==> config.mk <==
export PLATFORM = sky130hd
export DESIGN_NAME = battery_load_alarm_supervisor
export DESIGN_NICKNAME = d
export VERILOG_FILES = /design/src/rtl/battery_load_alarm_supervisor.v
export VERILOG_INCLUDE_DIRS = /design/src /design/src/rtl
export SDC_FILE = /design/constraint.sdc
export NUM_CORES = 1
export LEC_CHECK = 0
export ABC_AREA = 1
export BUFFER_PORTS_ARGS = -buffer_cell sky130_fd_sc_hd__buf_4
export CAP_MARGIN = 20
export CELL_PAD_IN_SITES_DETAIL_PLACEMENT = 0
export CELL_PAD_IN_SITES_GLOBAL_PLACEMENT = 1
export CORE_MARGIN = 5
export CORE_UTILIZATION = 42
export CTS_CLUSTER_DIAMETER = 120
export DETAILED_ROUTE_END_ITERATION = 10
export PLACE_DENSITY = 0.83
export SETUP_SLACK_MARGIN = 0.05
export SLEW_MARGIN = 0
export SYNTH_ARGS = -nofsm -noshare
export SYNTH_HDL_FRONTEND = slang
export SYNTH_SLANG_ARGS = --single-unit
==> constraint.sdc <==
create_clock -name clk -period 12.55 [get_ports clk]
set_input_delay 2.51 -clock clk [delete_from_list [all_inputs] [get_ports clk]]
set_output_delay 2.51 -clock clk [all_outputs]
set_load 0.01 [all_outputs]
==> src/rtl/supervisor_consts.vh <==
`ifndef SUPERVISOR_CONSTS_VH
`define SUPERVISOR_CONSTS_VH

// Register byte offsets
`define REG_CTRL       8'h00
`define REG_DELAY      8'h04
`define REG_DISC       8'h08
`define REG_RECONN     8'h0c
`define REG_GENSTART   8'h10
`define REG_ABSMAX     8'h14
`define REG_BOOSTMAX   8'h18
`define REG_ILIMIT     8'h1c
`define REG_SITE       8'h20
`define REG_STATUS     8'h24

// Control fields
`define CTRL_TESTA     0
`define CTRL_FAIL      1

// Reset values, voltages in 10 mV, currents in 10 mA
`define RST_DELAY      8'h0a
`define RST_DISC       16'h046a
`define RST_RECONN     16'h0514
`define RST_GENSTART   16'h0488
`define RST_ABSMAX     16'h05dc
`define RST_BOOSTMAX   16'h05a0
`define RST_ILIMIT     16'h1388
`define RST_SITE       8'h01

// Delay limits in seconds
`define DELAY_MIN      8'h01
`define DELAY_MAX      8'hfa

// Fixed offsets and levels, 10 mV / 10 mA units
`define V_TENTH        17'h0000a
`define V_HIDISC       17'h00014
`define V_LOADDROP     17'h00032
`define V_LOADLOWBAT   16'h04e2
`define V_LOADOFF      16'h0320
`define I_STUCK        16'h0258
`define I_OPENTEST     16'h04b0
`define I_BANKMIN      16'h004b

// Times
`define TENTHS_PER_SEC 12'h00a
`define OC_TENTHS      12'h003
`define TESTA_TENTHS   12'h014
`define BANK_PERIOD    14'h2328
`define SETTLE_TENTHS  4'ha
`define CLK_HZ         200000000
`define TENTH_NS       100000000
`define CLK_NS         5
`define BAUD           9600

// Serial query codes
`define QRY_INPUTS     8'h00

`endif

==> src/rtl/battery_load_alarm_supervisor.v <==
`timescale 1ns/1ps
`include "supervisor_consts.vh"

module battery_load_alarm_supervisor #(
   parameter TENTH_CYCLES = (`TENTH_NS + `CLK_NS - 1) / `CLK_NS,
   parameter BAUD_DIV     = `CLK_HZ / `BAUD,
   parameter NBANK        = 4
) (
   // Clock and reset
   input  wire              clk,
   input  wire              rst,
   // APB slave
   input  wire              psel,
   input  wire              penable,
   input  wire              pwrite,
   input  wire [7:0]        paddr,
   input  wire [31:0]       pwdata,
   output wire              pready,
   output reg  [31:0]       prdata,
   output wire              pslverr,
   // Filtered measurements
   input  wire [15:0]       batVolt,
   input  wire [15:0]       loadVolt,
   input  wire [15:0]       loadCur,
   input  wire [15:0]       chargeCur,
   // Bank switches
   input  wire [NBANK-1:0]  bankReq,
   output reg  [NBANK-1:0]  bankOn,
   // Alarm contact inputs, high when open
   input  wire [6:0]        alarmIn,
   output reg  [6:0]        alarmInLed,
   // Relays and indicators
   output reg               loadSwitchOn,
   output reg               genRelayClosed,
   output reg               genLed,
   output reg               lowBatRelayClosed,
   output reg               highBatRelayClosed,
   output reg               loadAlarmRelayClosed,
   output reg               bankFailRelayClosed,
   output reg               logicOkRelay,
   output reg               logicOkLed,
   // Serial link
   input  wire              rx232,
   output reg               tx232,
   input  wire              rs485In,
   output reg               rs485Out,
   output reg               rs485Oe
);

   localparam BS_IDLE  = 2'd0;
   localparam BS_STUCK = 2'd1;
   localparam BS_OPEN  = 2'd2;

   reg  [7:0]  ctrl;
   reg  [7:0]  delaySec;
   reg  [15:0] discLvl;
   reg  [15:0] reconnLvl;
   reg  [15:0] genLvl;
   reg  [15:0] absMax;
   reg  [15:0] boostMax;
   reg  [15:0] curLimit;
   reg  [7:0]  siteNum;
   reg  [31:0] tenthCnt;
   reg         tenth;
   reg         lowOff;
   reg         hiOff;
   reg         ocOff;
   reg         genRun;
   reg         lowAlarm;
   reg         highAlarm;
   reg         loadAlarm;
   reg         bankFail;
   reg  [7:0]  next_delay;
   wire [31:0] status;
   wire [11:0] delayT;
   wire [5:0]  cond;
   wire [5:0]  qual;
   wire [71:0] tgt;
   wire [16:0] bat17;

   // APB slave, zero wait states
   wire        access = psel & penable;
   wire        mapped = (paddr <= `REG_STATUS) && (paddr[1:0] == 2'b00);
   assign pready  = 1'b1;
   assign pslverr = access & ~mapped;

   always @* begin
      next_delay = pwdata[7:0];
      if (pwdata[7:0] < `DELAY_MIN) begin
         next_delay = `DELAY_MIN;
      end else if (pwdata[7:0] > `DELAY_MAX) begin
         next_delay = `DELAY_MAX;
      end
   end

   always @(posedge clk or posedge rst) begin
      if (rst) begin
         ctrl      <= 8'h00;
         delaySec  <= `RST_DELAY;
         discLvl   <= `RST_DISC;
         reconnLvl <= `RST_RECONN;
         genLvl    <= `RST_GENSTART;
         absMax    <= `RST_ABSMAX;
         boostMax  <= `RST_BOOSTMAX;
         curLimit  <= `RST_ILIMIT;
         siteNum   <= `RST_SITE;
      end else if (access && pwrite) begin
         if (paddr == `REG_CTRL) begin
            ctrl <= {6'h00, pwdata[1:0]};
         end else if (paddr == `REG_DELAY) begin
            delaySec <= next_delay;
         end else if (paddr == `REG_DISC) begin
            discLvl <= pwdata[15:0];
         end else if (paddr == `REG_RECONN) begin
            reconnLvl <= pwdata[15:0];
         end else if (paddr == `REG_GENSTART) begin
            genLvl <= pwdata[15:0];
         end else if (paddr == `REG_ABSMAX) begin
            absMax <= pwdata[15:0];
         end else if (paddr == `REG_BOOSTMAX) begin
            boostMax <= pwdata[15:0];
         end else if (paddr == `REG_ILIMIT) begin
            curLimit <= pwdata[15:0];
         end else if (paddr == `REG_SITE) begin
            siteNum <= pwdata[7:0];
         end
      end
   end

   assign status = {16'h0000, 1'b0, alarmInLed, 1'b0, ctrl[`CTRL_FAIL], bankFail, loadAlarm,
                    highAlarm, lowAlarm, genRun, loadSwitchOn};

   // Read data is captured in the setup cycle so it stands through the access phase
   always @(posedge clk or posedge rst) begin
      if (rst) begin
         prdata <= 32'h00000000;
      end else if (psel && !penable) begin
         if (paddr == `REG_CTRL) begin
            prdata <= {24'h000000, ctrl};
         end else if (paddr == `REG_DELAY) begin
            prdata <= {24'h000000, delaySec};
         end else if (paddr == `REG_DISC) begin
            prdata <= {16'h0000, discLvl};
         end else if (paddr == `REG_RECONN) begin
            prdata <= {16'h0000, reconnLvl};
         end else if (paddr == `REG_GENSTART) begin
            prdata <= {16'h0000, genLvl};
         end else if (paddr == `REG_ABSMAX) begin
            prdata <= {16'h0000, absMax};
         end else if (paddr == `REG_BOOSTMAX) begin
            prdata <= {16'h0000, boostMax};
         end else if (paddr == `REG_ILIMIT) begin
            prdata <= {16'h0000, curLimit};
         end else if (paddr == `REG_SITE) begin
            prdata <= {24'h000000, siteNum};
         end else if (paddr == `REG_STATUS) begin
            prdata <= status;
         end else begin
            prdata <= 32'h00000000;
         end
      end
   end

   // Tenth-second tick; all delays are counted in tenths
   always @(posedge clk or posedge rst) begin
      if (rst) begin
         tenthCnt <= 32'h00000000;
         tenth    <= 1'b0;
      end else if (tenthCnt == TENTH_CYCLES - 1) begin
         tenthCnt <= 32'h00000000;
         tenth    <= 1'b1;
      end else begin
         tenthCnt <= tenthCnt + 32'h00000001;
         tenth    <= 1'b0;
      end
   end

   // Test mode A forces 2 s in place of the programmed delay
   assign delayT = ctrl[`CTRL_TESTA] ? `TESTA_TENTHS
                                     : delaySec * `TENTHS_PER_SEC;
   assign bat17  = {1'b0, batVolt};

   // 0 low disconnect, 1 low reconnect, 2 overcurrent, 3 overcurrent retry,
   // 4 generator start, 5 generator stop
   assign cond[0] = batVolt < discLvl;
   assign cond[1] = lowOff && (batVolt > reconnLvl);
   assign cond[2] = loadCur > curLimit;
   assign cond[3] = ocOff;
   assign cond[4] = batVolt <= genLvl;
   assign cond[5] = genRun && (bat17 > {1'b0, reconnLvl} + `V_TENTH);
   assign tgt = {delayT, delayT, delayT, `OC_TENTHS, delayT, delayT};

   genvar g;
   generate
      for (g = 0; g < 6; g = g + 1) begin : qualGen
         reg [11:0] cnt;
         always @(posedge clk or posedge rst) begin
            if (rst) begin
               cnt <= 12'h000;
            end else if (!cond[g]) begin
               cnt <= 12'h000;
            end else if (tenth && (cnt < tgt[g*12 +: 12])) begin
               cnt <= cnt + 12'h001;
            end
         end
         assign qual[g] = cond[g] && (cnt >= tgt[g*12 +: 12]);
      end
   endgenerate

   // Load switch, generator and battery alarms
   always @(posedge clk or posedge rst) begin
      if (rst) begin
         lowOff    <= 1'b0;
         hiOff     <= 1'b0;
         ocOff     <= 1'b0;
         genRun    <= 1'b0;
         lowAlarm  <= 1'b0;
         highAlarm <= 1'b0;
         loadAlarm <= 1'b0;
      end else begin
         if (qual[0]) begin
            lowOff <= 1'b1;
         end else if (qual[1]) begin
            lowOff <= 1'b0;
         end
         if (bat17 > {1'b0, absMax} + `V_HIDISC) begin
            hiOff <= 1'b1;
         end else if (batVolt < boostMax) begin
            hiOff <= 1'b0;
         end
         // Overcurrent retries after the programmed delay so a fault cannot latch forever
         if (qual[2]) begin
            ocOff <= 1'b1;
         end else if (qual[3]) begin
            ocOff <= 1'b0;
         end
         if (qual[4]) begin
            genRun <= 1'b1;
         end else if (qual[5]) begin
            genRun <= 1'b0;
         end
         if (bat17 < {1'b0, genLvl} - `V_TENTH) begin
            lowAlarm <= 1'b1;
         end else if (bat17 >= {1'b0, genLvl} + `V_TENTH) begin
            lowAlarm <= 1'b0;
         end
         if (bat17 > {1'b0, absMax} + `V_TENTH) begin
            highAlarm <= 1'b1;
         end else if (batVolt < boostMax) begin
            highAlarm <= 1'b0;
         end
         loadAlarm <= ((bat17 > {1'b0, loadVolt} + `V_LOADDROP) &&
                       (batVolt < `V_LOADLOWBAT)) ||
                      (loadVolt < `V_LOADOFF);
      end
   end

   // Relay outputs: closed contacts mean no alarm, so a cut cable reads as alarm
   always @(posedge clk or posedge rst) begin
      if (rst) begin
         loadSwitchOn         <= 1'b0;
         genRelayClosed       <= 1'b1;
         genLed               <= 1'b0;
         lowBatRelayClosed    <= 1'b0;
         highBatRelayClosed   <= 1'b0;
         loadAlarmRelayClosed <= 1'b0;
         bankFailRelayClosed  <= 1'b0;
         logicOkRelay         <= 1'b0;
         logicOkLed           <= 1'b0;
         alarmInLed           <= 7'h00;
      end else begin
         loadSwitchOn         <= ~(lowOff | hiOff | ocOff);
         genRelayClosed       <= ~genRun;
         genLed               <= genRun;
         lowBatRelayClosed    <= ~lowAlarm;
         highBatRelayClosed   <= ~highAlarm;
         loadAlarmRelayClosed <= ~loadAlarm;
         bankFailRelayClosed  <= ~bankFail;
         logicOkRelay         <= ~ctrl[`CTRL_FAIL];
         logicOkLed           <= ~ctrl[`CTRL_FAIL];
         alarmInLed           <= alarmIn;
      end
   end

   // Solar bank failure test
   reg [1:0]  bState;
   reg [13:0] periodCnt;
   reg [3:0]  settle;
   reg [1:0]  bankIdx;
   reg        bigCharge;
   reg        failAcc;

   always @(posedge clk or posedge rst) begin
      if (rst) begin
         bState    <= BS_IDLE;
         periodCnt <= 14'h0000;
         settle    <= 4'h0;
         bankIdx   <= 2'd0;
         bigCharge <= 1'b0;
         failAcc   <= 1'b0;
         bankFail  <= 1'b0;
         bankOn    <= {NBANK{1'b0}};
      end else begin
         case (bState)
            BS_IDLE: begin
               bankOn <= bankReq;
               if (tenth) begin
                  if (periodCnt == `BANK_PERIOD - 14'h0001) begin
                     periodCnt <= 14'h0000;
                     bigCharge <= chargeCur > `I_OPENTEST;
                     failAcc   <= 1'b0;
                     settle    <= 4'h0;
                     bankOn    <= {NBANK{1'b0}};
                     bState    <= BS_STUCK;
                  end else begin
                     periodCnt <= periodCnt + 14'h0001;
                  end
               end
            end
            BS_STUCK: begin
               if (tenth) begin
                  if (settle == `SETTLE_TENTHS - 4'h1) begin
                     settle <= 4'h0;
                     if (bigCharge) begin
                        failAcc <= chargeCur > `I_STUCK;
                        bankIdx <= 2'd0;
                        bankOn  <= {{(NBANK-1){1'b0}}, 1'b1};
                        bState  <= BS_OPEN;
                     end else begin
                        bankFail <= chargeCur > `I_STUCK;
                        bState   <= BS_IDLE;
                     end
                  end else begin
                     settle <= settle + 4'h1;
                  end
               end
            end
            BS_OPEN: begin
               if (tenth) begin
                  if (settle == `SETTLE_TENTHS - 4'h1) begin
                     settle <= 4'h0;
                     if (bankIdx == NBANK - 1) begin
                        bankFail <= failAcc | (chargeCur <= `I_BANKMIN);
                        bState   <= BS_IDLE;
                     end else begin
                        failAcc <= failAcc | (chargeCur <= `I_BANKMIN);
                        bankIdx <= bankIdx + 2'd1;
                        bankOn  <= {NBANK{1'b0}} | ({{(NBANK-1){1'b0}}, 1'b1} << (bankIdx + 2'd1));
                     end
                  end else begin
                     settle <= settle + 4'h1;
                  end
               end
            end
            default: begin
               bState <= BS_IDLE;
            end
         endcase
      end
   end

   // Serial link: 8N1 receiver and transmitter
   wire        rxd = rx232 | rs485In;
   reg  [15:0] rxDiv;
   reg  [3:0]  rxBit;
   reg  [7:0]  rxShift;
   reg         rxBusy;
   reg         rxDone;
   reg         addrPhase;
   reg         matched;
   reg  [15:0] txDiv;
   reg  [3:0]  txBit;
   reg  [9:0]  txShift;
   reg         txBusy;

   always @(posedge clk or posedge rst) begin
      if (rst) begin
         rxDiv   <= 16'h0000;
         rxBit   <= 4'h0;
         rxShift <= 8'h00;
         rxBusy  <= 1'b0;
         rxDone  <= 1'b0;
      end else begin
         rxDone <= 1'b0;
         if (!rxBusy) begin
            if (!rxd) begin
               rxBusy <= 1'b1;
               rxBit  <= 4'h0;
               rxDiv  <= BAUD_DIV[15:0] >> 1;
            end
         end else if (rxDiv != 16'h0000) begin
            rxDiv <= rxDiv - 16'h0001;
         end else begin
            rxDiv <= BAUD_DIV[15:0] - 16'h0001;
            rxBit <= rxBit + 4'h1;
            if (rxBit == 4'h0) begin
               rxBusy <= ~rxd;
            end else if (rxBit == 4'h9) begin
               rxBusy <= 1'b0;
               rxDone <= rxd;
            end else begin
               rxShift <= {rxd, rxShift[7:1]};
            end
         end
      end
   end

   // A query is a site byte then a code byte; only a matching site is answered
   always @(posedge clk or posedge rst) begin
      if (rst) begin
         addrPhase <= 1'b1;
         matched   <= 1'b0;
         txDiv     <= 16'h0000;
         txBit     <= 4'h0;
         txShift   <= 10'h3ff;
         txBusy    <= 1'b0;
         tx232     <= 1'b1;
         rs485Out  <= 1'b1;
         rs485Oe   <= 1'b0;
      end else begin
         if (rxDone) begin
            addrPhase <= ~addrPhase;
            if (addrPhase) begin
               matched <= rxShift == siteNum;
            end else if (matched && !txBusy) begin
               txBusy  <= 1'b1;
               txBit   <= 4'h0;
               txDiv   <= BAUD_DIV[15:0] - 16'h0001;
               txShift <= (rxShift == `QRY_INPUTS) ? {1'b1, 1'b0, alarmInLed, 1'b0}
                          : {1'b1, 1'b0, ctrl[`CTRL_FAIL], bankFail, loadAlarm, genRun,
                             highAlarm, lowAlarm, ~loadSwitchOn, 1'b0};
            end
         end
         if (txBusy) begin
            if (txDiv != 16'h0000) begin
               txDiv <= txDiv - 16'h0001;
            end else begin
               txDiv   <= BAUD_DIV[15:0] - 16'h0001;
               txShift <= {1'b1, txShift[9:1]};
               txBit   <= txBit + 4'h1;
               if (txBit == 4'h9) begin
                  txBusy <= 1'b0;
               end
            end
         end
         tx232    <= txBusy ? txShift[0] : 1'b1;
         rs485Out <= txBusy ? txShift[0] : 1'b1;
         rs485Oe  <= txBusy;
      end
   end

endmodule // battery_load_alarm_supervisor

* Word-level counts from Yosys, hierarchy flattened
Index checks and enable logic that the tools add are counted.
W data, S select, Z words.
** Storage, ports and cells
- Memories kept :: 0
- RAM bits :: 0
- Register bits :: 367
- Output and inout port bits :: 57
- Word-level logic and storage cells :: 359
- Bits in latches :: 0
- Bits in read-only memories :: 0
** Operators by class
- Equality and inequality tests :: 38
- Muxes and demuxes :: 123
- Add/subtract/negate cells :: 20
- Div/mod/pow operators :: 0
- Multiply operators :: 1
- Shift-type cells :: 1
- Magnitude comparators :: 31
- Bitwise operators :: 28
- Reductions and logical operators :: 62
** Operators by type and width (count)
- $mux W16 :: 16
- $mux W12 :: 13
- $mux W4 :: 20
- $add A12 B1 Y12 const B :: 6
- $gt A16 B17 Y1 :: 4
- $ge A12 B12 Y1 :: 5
- $lt A12 B12 Y1 :: 5
- $add A16 B4 Y17 const B :: 3
- $mux W10 :: 5
- $mux W1 :: 42
- $reduce_and A7 Y1 :: 5
- $add A32 B1 Y32 const B :: 1
- $eq A32 B25 Y1 const B :: 1
- $eq A8 B5 Y1 const B :: 4
- $gt A16 B16 Y1 :: 2
- $lt A16 B16 Y1 :: 2
- $mux W32 :: 1
- $reduce_bool A16 Y1 :: 2
- $sub A16 B1 Y16 const B :: 2
- $mux W15 :: 2
- $mux W2 :: 14
- $mux W8 :: 3
- $ne A2 B2 Y1 const B :: 11
- $not A1 Y1 :: 22
- 56 further kinds :: 113

* Longest topological paths before layout
Gate-level depths: netlist (run 1).
- Depth after elaboration :: 11
- Gate-level depth with buffers :: 22
- Gate-level depth less buffers :: 21

* Worst setup path after synthesis (run 1)
OpenSTA, ideal clock, no wires.
- Path type :: input -> output
- From :: in paddr[7]
- To :: out pslverr
- Required time :: 10.040 ns
- Buffers on the path :: 1
- Data arrival time :: 3.383 ns
- Stages on the path :: 7
- Setup slack :: 6.657 ns
- Cells stage by stage :: nor2_4 -> nand3_1 -> nor2_2 -> buf_4 -> inv_1 -> o21ai_0 -> a21oi_1
** Between the ends
- Cells in the longest elaborated chain, start to end :: 4
** RTL lines
- start: declaration :: line battery_load_alarm_supervisor.v:16 : input wire [7:0] paddr,
- $le A8 B6 Y1 (no line)
- $logic_and A1 B1 Y1 :: line battery_load_alarm_supervisor.v:83 : wire mapped = (paddr <= `REG_STATUS) && (paddr[1:0] == 2'b00);
- $not A1 Y1 :: line battery_load_alarm_supervisor.v:85 : assign pslverr = access & ~mapped;
- $and A1 B1 Y1 :: line battery_load_alarm_supervisor.v:85
- end: declaration :: line battery_load_alarm_supervisor.v:20 : output wire pslverr,
No other way between the ends.

* Worst setup path after layout (run 1)
Ends and elaborated chain as after synthesis.

==> impl_summary.log, run 1 <==
[metrics] cell with the biggest individual delay on the critical path: nor2_2
[metrics] Clk Latency, worst-skew pair: 590 ps
[metrics] DR DRC count: 0
[metrics] die extent in x: 255 um
[metrics] time the worst path needs with I/O delays and setup: 6480 ps
[metrics] floorplan core area: 59100 sq um
[metrics] top post-synthesis cells by area: dfrtp_1 (31%), ha_1 (13%), nand2_1 (10%), inv_1 (6.0%), xor2_1 (5.0%)
[metrics] TritonCTS clock tree: yes
[metrics] cell type with the highest occurrence count on the critical path: buf_4
[metrics] net switching share of the total power: 28.1%
[metrics] max frequency: 154 MHz
[metrics] critical hold path startpoint: curLimit[5]
[metrics] reported leakage power: 13.6 nW
[metrics] CTS sink cnt: 351
[metrics] placed cells: 4129
[metrics] total standard cell area after synthesis: 25100 sq um
[metrics] synthesized area divided by synthesized cell count: 7.68 sq um
[metrics] FF+latch area: 8840 sq um
[metrics] setup ws final: 6070 ps
[metrics] Post-Route M1 WL: 34800 um
[metrics] data arrival time of the critical path: 3970 ps
[metrics] total of buffers placed on input and output ports: 145
[metrics] fraction of final layout cells with drive strength greater than 1: 9.75%
[metrics] remaining max-slew budget at the tightest pin: 26.4%
[metrics] Setup TNS Final: 0 ps
[metrics] Congestion Overflow GR: 0
[metrics] simple-gate area share of the yosys netlist: 26.0%
[metrics] number of I/O pins: 179
[metrics] number of enable-type register cells in the synthesized netlist: 0
[metrics] final instance count without filler cells: 4208
[metrics] total buffers and inverters traversed by the critical path: 3
[metrics] number of gates resized after cts: 0
[metrics] portion of synthesized cell area occupied by the leading cell type: 30.6%
[metrics] number of antenna violations at the first check in global routing: 3
[metrics] maximum VDD drop: 0.101 mV
[metrics] CTS max path bufs: 3
[metrics] final core utilization: 47.9%
[metrics] count of vias placed by the detailed router: 22200
[metrics] critical path required time: 10040 ps
[metrics] fin nets: 3795
[metrics] sum of met2 wire segment lengths after detailed routing: 32900 um
[metrics] via count of the first global-routing pass: 21300
[metrics] slew of the pin with the lowest slew margin: 1100 ps
[metrics] area added between synthesis and finish: 12.6%
[metrics] largest family of logic cells by synthesized area: simple AND/OR/NAND/NOR gates
[metrics] Worst setup startpoint: paddr[7]
[metrics] Synth area leader: dfrtp_1
[metrics] gp weighted congestion: 0.881
[metrics] post-route antenna net violation count: 0
[metrics] Flop pwr share: 42.9%
[metrics] kind of cell with the highest combined delay on the critical path: simple AND/OR/NAND/NOR gates
[metrics] largest net degree at the start of global routing: 160
[metrics] post-placement setup slack: 6070 ps
[metrics] RSZ-0062 raised after global routing: false
[metrics] status: complete, no violations
[metrics] min-delay worst type: flip-flop to flip-flop
[metrics] cell area power density: 101 nW/um^2
[metrics] register bit count reported by yosys: 351
[metrics] portion of total power attributed to combinational logic: 12.6%
[metrics] number of buffers created by CTS: 42
[metrics] wire length of the first global-routing pass: 118000 um
[metrics] multi-input logic area: 14300 sq um
[metrics] arithmetic-cell share of the synthesized area counting full adders, half adders and majority gates: 13.6%
[metrics] xor/xnor share of the synthesized area: 5.92%
[metrics] final hold violation count: 0
[metrics] top flip-flop cell by instance count after synthesis: dfrtp_1
[metrics] Critical Path Sink Type: output port
[metrics] startpoint-to-endpoint class of the critical path: primary input to output port
[metrics] post-synthesis compound-gate area fraction: 11.2%
[metrics] max cap viols: 0
[metrics] overall die area: 64800 sq um
[metrics] final number of setup-violating endpoints: 0
[metrics] Critical Path Start Type: primary input
[metrics] GRT Total Usage: 22.7%
[metrics] clock power share: 44.5%
[metrics] post-CTS setup buffer count: 0
[metrics] final hold slack: 473 ps
[metrics] row cnt: 89
[metrics] cell internal pwr: 2.05 mW
[metrics] setup skew after layout: 26.8 ps
[metrics] Detail Placement HPWL: 55600 um
[metrics] number of search-and-repair iterations in the first detailed-routing pass: 6
[metrics] initial standard-cell utilization of the core: 42.5%
[metrics] count of fill cells added during filler insertion: 5984
[metrics] Yosys warnings: 0
[metrics] routed length per placed instance: 17.7 um
[metrics] maximum level of the CTS H-tree: 2
[metrics] Detailed Route WL: 74500 um
[metrics] portion of netlist area occupied by mux cells: 0%
[metrics] buffer type at the clock tree root: clkbuf_16
[metrics] Reg2Reg Setup Slack: 7550 ps
[metrics] r2r startpoint: delaySec[1]
[metrics] Cells after Synth: 3272
[metrics] longest individual stage delay on the worst path: 470 ps
[metrics] cells along the critical path: buf_4 -> nor2_4 -> nand3_1 -> nor2_2 -> inv_1 -> o21ai_0 -> a21oi_1 -> buf_4
[metrics] count of unique library cells instantiated by Yosys: 60
[metrics] CP max FO: 14
[metrics] DRC violation total after the first TritonRoute iteration: 1534
[metrics] detailed-route vias per instance: 5.28
[metrics] fraction of the cycle the final worst path needs: 51.7%
[metrics] Async SR Flop Fraction: 100%
[metrics] height of the die: 255 um
[metrics] top routing layer in use: met5
[metrics] met3 wirelength from detailed routing: 4590 um
[metrics] clock transition at the registers of the reported paths: 60 ps
[metrics] post-synthesis sequential area ratio: 35.2%
[metrics] Final Max Slew Viols: 0
[metrics] P_sw: 0.801 mW
[metrics] antenna diode instance count: 0
[metrics] # hold bufs at CTS: 0
logic make-up after synthesis:
group,Yosys count
simple gates,1468
compound gates,510
buf+inv,499
flops,351
fa+ha+maj,272
xor+xnor,170
other cells,2
placed cells by master (no fill, tap or decap), types with 7 or more instances in the layout:
cell         n
nand2_1    687
inv_1      402
nor2_1     312
dfrtp_1    307
ha_1       271
o21ai_0    207
a21oi_1    192
nand3_1    177
buf_4      149
xor2_1     143
nand4_1    112
nor3_1      82
dfstp_2     44
clkbuf_16   42
nor4_1      33
xnor2_1     27
o22ai_1     21
conb_1      17
o21ai_1     14
nand3b_1    13
clkbuf_8    13
o211ai_1    10
inv_2        9
o21ai_2      9
clkbuf_1     9
o21a_1       8
o221ai_1     8
nand2_2      7
nor2_4       7
nor3_2       7
clkinv_2     7
tightest hold or removal path, delay by kind of cell, from the launching register on:
family                 cells  cell delay, ps
buffers and inverters      1              40
flip-flops                 1             340
AO/OA/AOI/OAI              1              60
state kept, by name, indices dropped and copies added, names as in the netlist, 4 cells and up:
name,flops
absMax,16
alarmInLed,7
bankOn,4
boostMax,16
curLimit,16
delaySec,8
discLvl,16
genLvl,16
periodCnt,14
prdata,16
qualGen.cnt,72
reconnLvl,16
rxBit,4
rxDiv,16
rxShift,8
settle,4
siteNum,8
tenthCnt,32
txBit,4
txDiv,16
txShift,10
layout make-up:
class                   count  area share (%)
flip-flops and latches    351            31.2
inverters                 418            5.58
repair buffers            151            4.06
multi-input cells        2437            50.6
well taps                 773            3.42
clock inverters            14           0.601
clock buffers              64            4.47
routing by layer:
layer / GRT usage [%] / vias to the layer above
li1: - / 11200
met1: 32.5 / 10400
met2: 35.8 / 551
met3: 3.49 / 109
met4: 6.62 / 2
met5: 0 / -
synth_stat cells (10+ instances only):
library cell and instances:
a21oi_1 192, buf_2 22, buf_4 24, clkbuf_1 30, dfrtp_1 307, dfstp_2 44
ha_1 271, inv_1 403, nand2_1 687, nand3_1 177, nand3b_1 13, nand4_1 112
nor2_1 312, nor3_1 82, nor4_1 33, o211ai_1 10, o21ai_0 207, o21ai_1 14
o22ai_1 21, xnor2_1 27, xor2_1 143
power groups by stage:
stage,Sequential [mW],Clock (mW),Combinational [mW]
detailed placement,1.24,0,0.361
finish,1.22,1.27,0.360
global placement,1.24,0,0.355
global route,1.23,1.34,0.412
floorplan,1.23,0,0.242
CTS,1.22,1.30,0.363
final timing paths:
check,endpoint,cells after the start
max,pslverr,8
min reg2reg,curLimit[5],2
min in group asynchronous,siteNum[7],2
min,curLimit[5],2
max reg2reg,qualGen[0].cnt[1],19
max in group asynchronous,tenthCnt[4],4
per-stage QoR:
step	instance area (sq um)	power [mW]
detailed placement	26900	1.60
global route	28300	2.99
floorplan	25200	1.47
CTS	28300	2.88
global placement	26800	1.60
finish	28300	2.86
No activity file was read; power rests on OpenSTA's default activity.
==> run 2, diff against run 1 <==
Clock period 12.55 ns to 5.77 ns, I/O delays scaled along.
==> run 2 against run 1 <==
Against the previous run: wire length decreased by 0.66%; clock-buffer cell count decreased by 2; critical path type is now flip-flop to flip-flop; clock skew increased by 6.2 ps; cell area increased by 0.40%; sequential share of layout area decreased by 0.13 points.
==> impl_summary.log, run 2 (synthesized netlist as in run 1, its figures left out) <==
[metrics] fraction of final layout cells with drive strength greater than 1: 9.85%
[metrics] Clk Latency, worst-skew pair: 590 ps
[metrics] slew of the pin with the lowest slew margin: 1100 ps
[metrics] post-route antenna net violation count: 0
[metrics] leading cell type in the layout, fill and taps excluded: nand2_1
[metrics] initial standard-cell utilization of the core: 42.5%
[metrics] setup ws final: 1550 ps
[metrics] cell with the biggest individual delay on the critical path: dfstp_2
[metrics] Critical Path Start Type: flip-flop
[metrics] final hold violation count: 0
[metrics] startpoint-to-endpoint class of the critical path: flip-flop to flip-flop
[metrics] Largest regs: qualGen.cnt x72, tenthCnt x32
[metrics] data arrival time of the critical path: 4650 ps
[metrics] area added between synthesis and finish: 13.0%
[metrics] wire length of the first global-routing pass: 116000 um
[metrics] detailed-route vias per instance: 5.28
[metrics] clock power share: 45.5%
[metrics] clock transition at the registers of the reported paths: 60 ps
[metrics] count of fill cells added during filler insertion: 5945
[metrics] Congestion Overflow GR: 0
[metrics] height of the die: 255 um
[metrics] portion of total power attributed to combinational logic: 12.4%
[metrics] post-CTS setup buffer count: 0
[metrics] critical path required time: 6200 ps
[metrics] Final Max Slew Viols: 0
[metrics] Most flops, register: qualGen.cnt
[metrics] min-delay worst type: flip-flop to flip-flop
[metrics] fraction of the cycle the final worst path needs: 73.2%
[metrics] routed length per placed instance: 17.6 um
[metrics] CP max FO: 16
[metrics] number of buffers created by CTS: 43
[metrics] number of I/O pins: 179
[metrics] longest individual stage delay on the worst path: 560 ps
[metrics] remaining max-slew budget at the tightest pin: 26.2%
[metrics] cells along the critical path: ha_1 -> ha_1 -> fa_1 -> nand2_1 -> nand2_1 -> a21oi_1 -> nor2_1 -> o21ai_0 -> nand2_1 -> a21oi_1 -> o21ai_0 -> buf_4 -> ha_1 -> nand4_1 -> nor2_1 -> o21ai_0 -> nand3_2 -> inv_1 -> nand3_1 -> nand2_1 -> nor2_1
[metrics] CTS max path bufs: 3
[metrics] floorplan core area: 59100 sq um
[metrics] final number of setup-violating endpoints: 0
[metrics] time the worst path needs with I/O delays and setup: 4220 ps
[metrics] max frequency: 237 MHz
[metrics] count of vias placed by the detailed router: 22300
[metrics] commonest non-fill, non-tap cells in the layout: nand2_1 (687), inv_1 (402), nor2_1 (312), dfrtp_1 (307), ha_1 (271)
[metrics] reported leakage power: 13.7 nW
[metrics] largest net degree at the start of global routing: 129
[metrics] Detail Placement HPWL: 54900 um
[metrics] gp weighted congestion: 0.884
[metrics] max cap viols: 0
[metrics] Critical Path Sink Type: flip-flop
[metrics] post-placement setup slack: 1600 ps
[metrics] fin nets: 3800
[metrics] row cnt: 89
[metrics] cell internal pwr: 4.58 mW
[metrics] # hold bufs at CTS: 0
[metrics] cell type with the highest occurrence count on the critical path: nand2_1
[metrics] number of antenna violations at the first check in global routing: 1
[metrics] status: complete, no violations
[metrics] net switching share of the total power: 27.6%
[metrics] Flop pwr share: 42.1%
[metrics] total of buffers placed on input and output ports: 145
[metrics] Largest register FFs: 72
[metrics] cell area power density: 222 nW/um^2
[metrics] Detailed Route WL: 74000 um
[metrics] overall die area: 64800 sq um
[metrics] number of gates resized after cts: 0
[metrics] maximum level of the CTS H-tree: 2
[metrics] maximum VDD drop: 0.232 mV
[metrics] DR DRC count: 0
[metrics] TritonCTS clock tree: yes
[metrics] setup skew after layout: 33.0 ps
[metrics] RSZ-0062 raised after global routing: false
[metrics] CTS sink cnt: 351
[metrics] GRT Total Usage: 22.4%
[metrics] PnR Total Power: 6.32 mW
[metrics] die extent in x: 255 um
[metrics] buffer type at the clock tree root: clkbuf_16
[metrics] P_sw: 1.74 mW
[metrics] via count of the first global-routing pass: 21100
[metrics] number of search-and-repair iterations in the first detailed-routing pass: 5
[metrics] DRC violation total after the first TritonRoute iteration: 1593
## run 2: cell count changes in the layout (fill, tap and decap cells not counted), sizes merged
cell    previous run  this run
buf              151       155
bufinv             2         5
clkbuf            64        62
clkinv            13        15
inv              415       413
diode              0         1
## run 2: path summary, 6_finish.rpt
check,depth (start not counted),to,startpoint,slack [ps]
max,21,qualGen[4].cnt[6],delaySec[1],1550
min,2,curLimit[15],curLimit[15],470
max reg2reg,21,qualGen[4].cnt[6],delaySec[1],1550
min reg2reg,2,curLimit[15],curLimit[15],470
max in group asynchronous,4,lowAlarm,rst,3950
min in group asynchronous,3,rxShift[3],rst,690
## run 2: worst max-delay path: cells and delay by family (launching register included)
family          cells  cell delay [ps]
buf+inv             2              630
fa+ha+maj           4             1170
flops               1              560
compound gates      5              690
simple gates       10             1020
## run 2: layer usage
metal	share of wire (%)	up-vias	global-route usage, %
met5	0	-	0
met4	2.6	0	6.09
met3	6.1	110	3.36
met2	44	567	35.4
met1	47	10400	32.4
li1	-	11200	-
## run 2: cell type report
class                           count  area (sq um)  share of cell area, %
Inverter                          418          1570                   5.54
Clock inverter                     17           256                  0.903
Clock buffer                       62          1240                   4.36
Antenna cell                        1          2.50                0.00881
Timing Repair Buffer              155          1200                   4.24
Multi-Input combinational cell   2437         14300                   50.4
Tap cell                          773           967                   3.40
Sequential cell                   351          8840                   31.1
## run 2: power by group through the flow
| stage | logic, mW | registers [mW] | clock network [mW] |
|---|---|---|---|
| 2_1_floorplan | 0.527 | 2.67 | 0 |
| 3_3_place_gp | 0.775 | 2.70 | 0 |
| 3_5_place_dp | 0.787 | 2.70 | 0 |
| 4_1_cts | 0.790 | 2.66 | 2.94 |
| 5_1_grt | 0.894 | 2.67 | 3.05 |
| 6_report | 0.786 | 2.66 | 2.87 |
## run 2: through the flow
stage / setup TNS, ps / cells / hold WS [ps] / util (%) / cell area (sq um)
global route: 0 / 4213 / 493 / 48.0 / 28400
detailed placement: 0 / 4133 / 462 / 45.5 / 26900
global placement: 0 / 4133 / 455 / 45.5 / 26900
CTS: 0 / 4212 / 476 / 48.0 / 28400
finish: 0 / 4214 / 471 / 48.1 / 28400
floorplan: -14880 / 3287 / 352 / - / 25200
==> run 3, diff against run 2 <==
Settings changed: CORE_UTILIZATION 42 to 46, PLACE_DENSITY 0.83 to 0.86.
Clock period 5.77 ns to 4.4 ns, I/O delays scaled along.
==> run 3 against run 2 <==
Against the previous run: wire length is 0.62% higher; global-route usage is 2.1 points higher; cell count is 1.6% lower; worst setup slack worse by 1200 ps; critical path depth is 1 lower; first-iteration DRC count is 5.6% higher; sequential cell count stayed put; cell area is 0.49% lower; register-to-register slack worse by 1200 ps; largest cell class unchanged; clock skew is 15 ps lower.
==> impl_summary.log, run 3 (synthesized netlist as in run 1, its figures left out) <==
[metrics] status: complete, no violations
[metrics] number of antenna violations at the first check in global routing: 4
[metrics] cell area after placement: 26900 sq um
[metrics] clock transition at the registers of the reported paths: 60 ps
[metrics] CTS sink cnt: 351
[metrics] final core utilization: 52.3%
[metrics] critical path required time: 4880 ps
[metrics] floorplan core area: 54000 sq um
[metrics] buffer type at the clock tree root: clkbuf_16
[metrics] total of buffers placed on input and output ports: 145
[metrics] Reg2Reg Setup Slack: 340 ps
[metrics] R2R cell count: 20
[metrics] post-route antenna net violation count: 0
[metrics] time the worst path needs with I/O delays and setup: 4060 ps
[metrics] largest net degree at the start of global routing: 120
[metrics] TritonCTS clock tree: yes
[metrics] Clk Latency, worst-skew pair: 570 ps
[metrics] slew of the pin with the lowest slew margin: 944 ps
[metrics] Congestion Overflow GR: 0
[metrics] setup skew after layout: 18.1 ps
[metrics] RSZ-0062 raised after global routing: true
[metrics] wire length of the first global-routing pass: 119000 um
[metrics] data arrival time of the critical path: 4530 ps
[metrics] Largest register FFs: 72
[metrics] routed length per placed instance: 18.0 um
[metrics] Most flops, register: qualGen.cnt
[metrics] height of the die: 244 um
[metrics] GRT Total Usage: 24.6%
[metrics] Setup TNS Final: 0 ps
[metrics] Critical Path Sink Type: flip-flop
[metrics] overall die area: 59400 sq um
[metrics] r2r startpoint: delaySec[3]
[metrics] Detailed Route WL: 74400 um
[metrics] cell area power density: 279 nW/um^2
[metrics] Final Max Slew Viols: 0
[metrics] maximum level of the CTS H-tree: 2
[metrics] CP max FO: 9
[metrics] endpoint of the worst-slack reg-to-reg timing path: qualGen[3].cnt[7]
[metrics] commonest non-fill, non-tap cells in the layout: nand2_1 (687), inv_1 (400), nor2_1 (312), dfrtp_1 (307), ha_1 (271)
[metrics] count of vias placed by the detailed router: 22900
[metrics] fin nets: 3815
[metrics] Detail Placement HPWL: 56300 um
[metrics] min-delay worst type: primary input to async pin
[metrics] number of search-and-repair iterations in the first detailed-routing pass: 8
[metrics] fraction of final layout cells with drive strength greater than 1: 10.4%
[metrics] placed cells: 4066
[metrics] DRC violation total after the first TritonRoute iteration: 1683
[metrics] final instance count without filler cells: 4145
[metrics] area added between synthesis and finish: 12.5%
[metrics] detailed-route vias per instance: 5.51
[metrics] Critical Path Start Type: flip-flop
[metrics] fin area: 28300 sq um
[metrics] leading cell type in the layout, fill and taps excluded: nand2_1
[metrics] via count of the first global-routing pass: 22300
[metrics] number of buffers created by CTS: 40
[metrics] die extent in x: 244 um
[metrics] maximum VDD drop: 0.247 mV
[metrics] initial standard-cell utilization of the core: 46.5%
[metrics] Largest regs: qualGen.cnt x72, tenthCnt x32
[metrics] row cnt: 85
[metrics] gp weighted congestion: 0.931
[metrics] DR DRC count: 0
[metrics] max frequency: 247 MHz
[metrics] final number of setup-violating endpoints: 0
[metrics] max cap viols: 0
[metrics] CTS max path bufs: 3
[metrics] remaining max-slew budget at the tightest pin: 36.8%
[metrics] reported leakage power: 13.6 nW
[metrics] fraction of the cycle the final worst path needs: 92.2%
[metrics] startpoint-to-endpoint class of the critical path: flip-flop to flip-flop
[metrics] final hold violation count: 0
[metrics] number of I/O pins: 179
[metrics] PnR Total Power: 7.90 mW
-- run 3: per-stage QoR --
step | hold WS, ps | setup slack, ps
after global routing | 356 | 29.1
final | 339 | 343
after detailed placement | 464 | -254
after CTS | 322 | 255
after floorplan | 352 | -1140
after global placement | 455 | -175
-- run 3: worst max-delay path by stage --
stage                     start                 to  slack, ps  cells past startpoint
floorplan                   rst          absMax[0]      -1140                      1
global route        delaySec[3]  qualGen[3].cnt[2]         30                     20
CTS                 delaySec[3]  qualGen[4].cnt[5]        250                     19
finish              delaySec[3]  qualGen[3].cnt[7]        340                     20
global placement    delaySec[3]  qualGen[4].cnt[6]       -170                     19
detailed placement  delaySec[3]  qualGen[4].cnt[6]       -250                     19
-- run 3: cell type report --
| cell class | instances | area [sq um] |
|---|---|---|
| tap | 696 | 871 |
| inverter | 418 | 1580 |
| antenna | 1 | 2.50 |
| clock buffer | 52 | 1130 |
| multi-input combinational | 2437 | 14400 |
| timing repair buffer | 172 | 1330 |
| timing repair inverter | 1 | 7.51 |
| fill | 5136 | 25800 |
| clock inverter | 17 | 170 |
| sequential | 351 | 8840 |
-- run 3: report_power, final --
| group | leakage [nW] | internal, mW | switching (mW) | total [mW] |
|---|---|---|---|---|
| Sequential | 4.59 | 3.35 | 0.136 | 3.49 |
| Clock | 0.648 | 1.98 | 1.39 | 3.37 |
| Combinational | 8.40 | 0.391 | 0.652 | 1.04 |
-- run 3: per-layer routing --
| layer | vias to the layer above | routed length, um | GRT usage (%) |
|---|---|---|---|
| met5 | - | 11 | 0 |
| met4 | 2 | 2050 | 6.79 |
| met3 | 119 | 6060 | 5.78 |
| met2 | 677 | 33100 | 38.9 |
| met1 | 10900 | 33200 | 33.9 |
| li1 | 11200 | - | - |
-- run 3: timing repair --
action                                  in CTS  in global routing
resized for setup                            2                  6
endpoints found under the setup margin      36                 39
setup buffers                                0                  8
hold buffers                                 0                  0
gates cloned                                 0                  1
pin swaps                                    0                  3
-- run 3: worst max-delay path: stages (launching register included) --
cell and delay [ps]:
dfstp_2 560, ha_1 240, ha_1 240, fa_1 430, nand2_1 90, nand2_1 60, a21oi_2 150, nor2_1 50
o21ai_0 160, nand2_1 140, a21oi_2 200, o21ai_4 140, ha_1 320, nand4_1 150, nor2_1 140, o21ai_0 120
nand4_1 180, inv_2 140, nor2_4 150, inv_1 120, o21ai_0 190
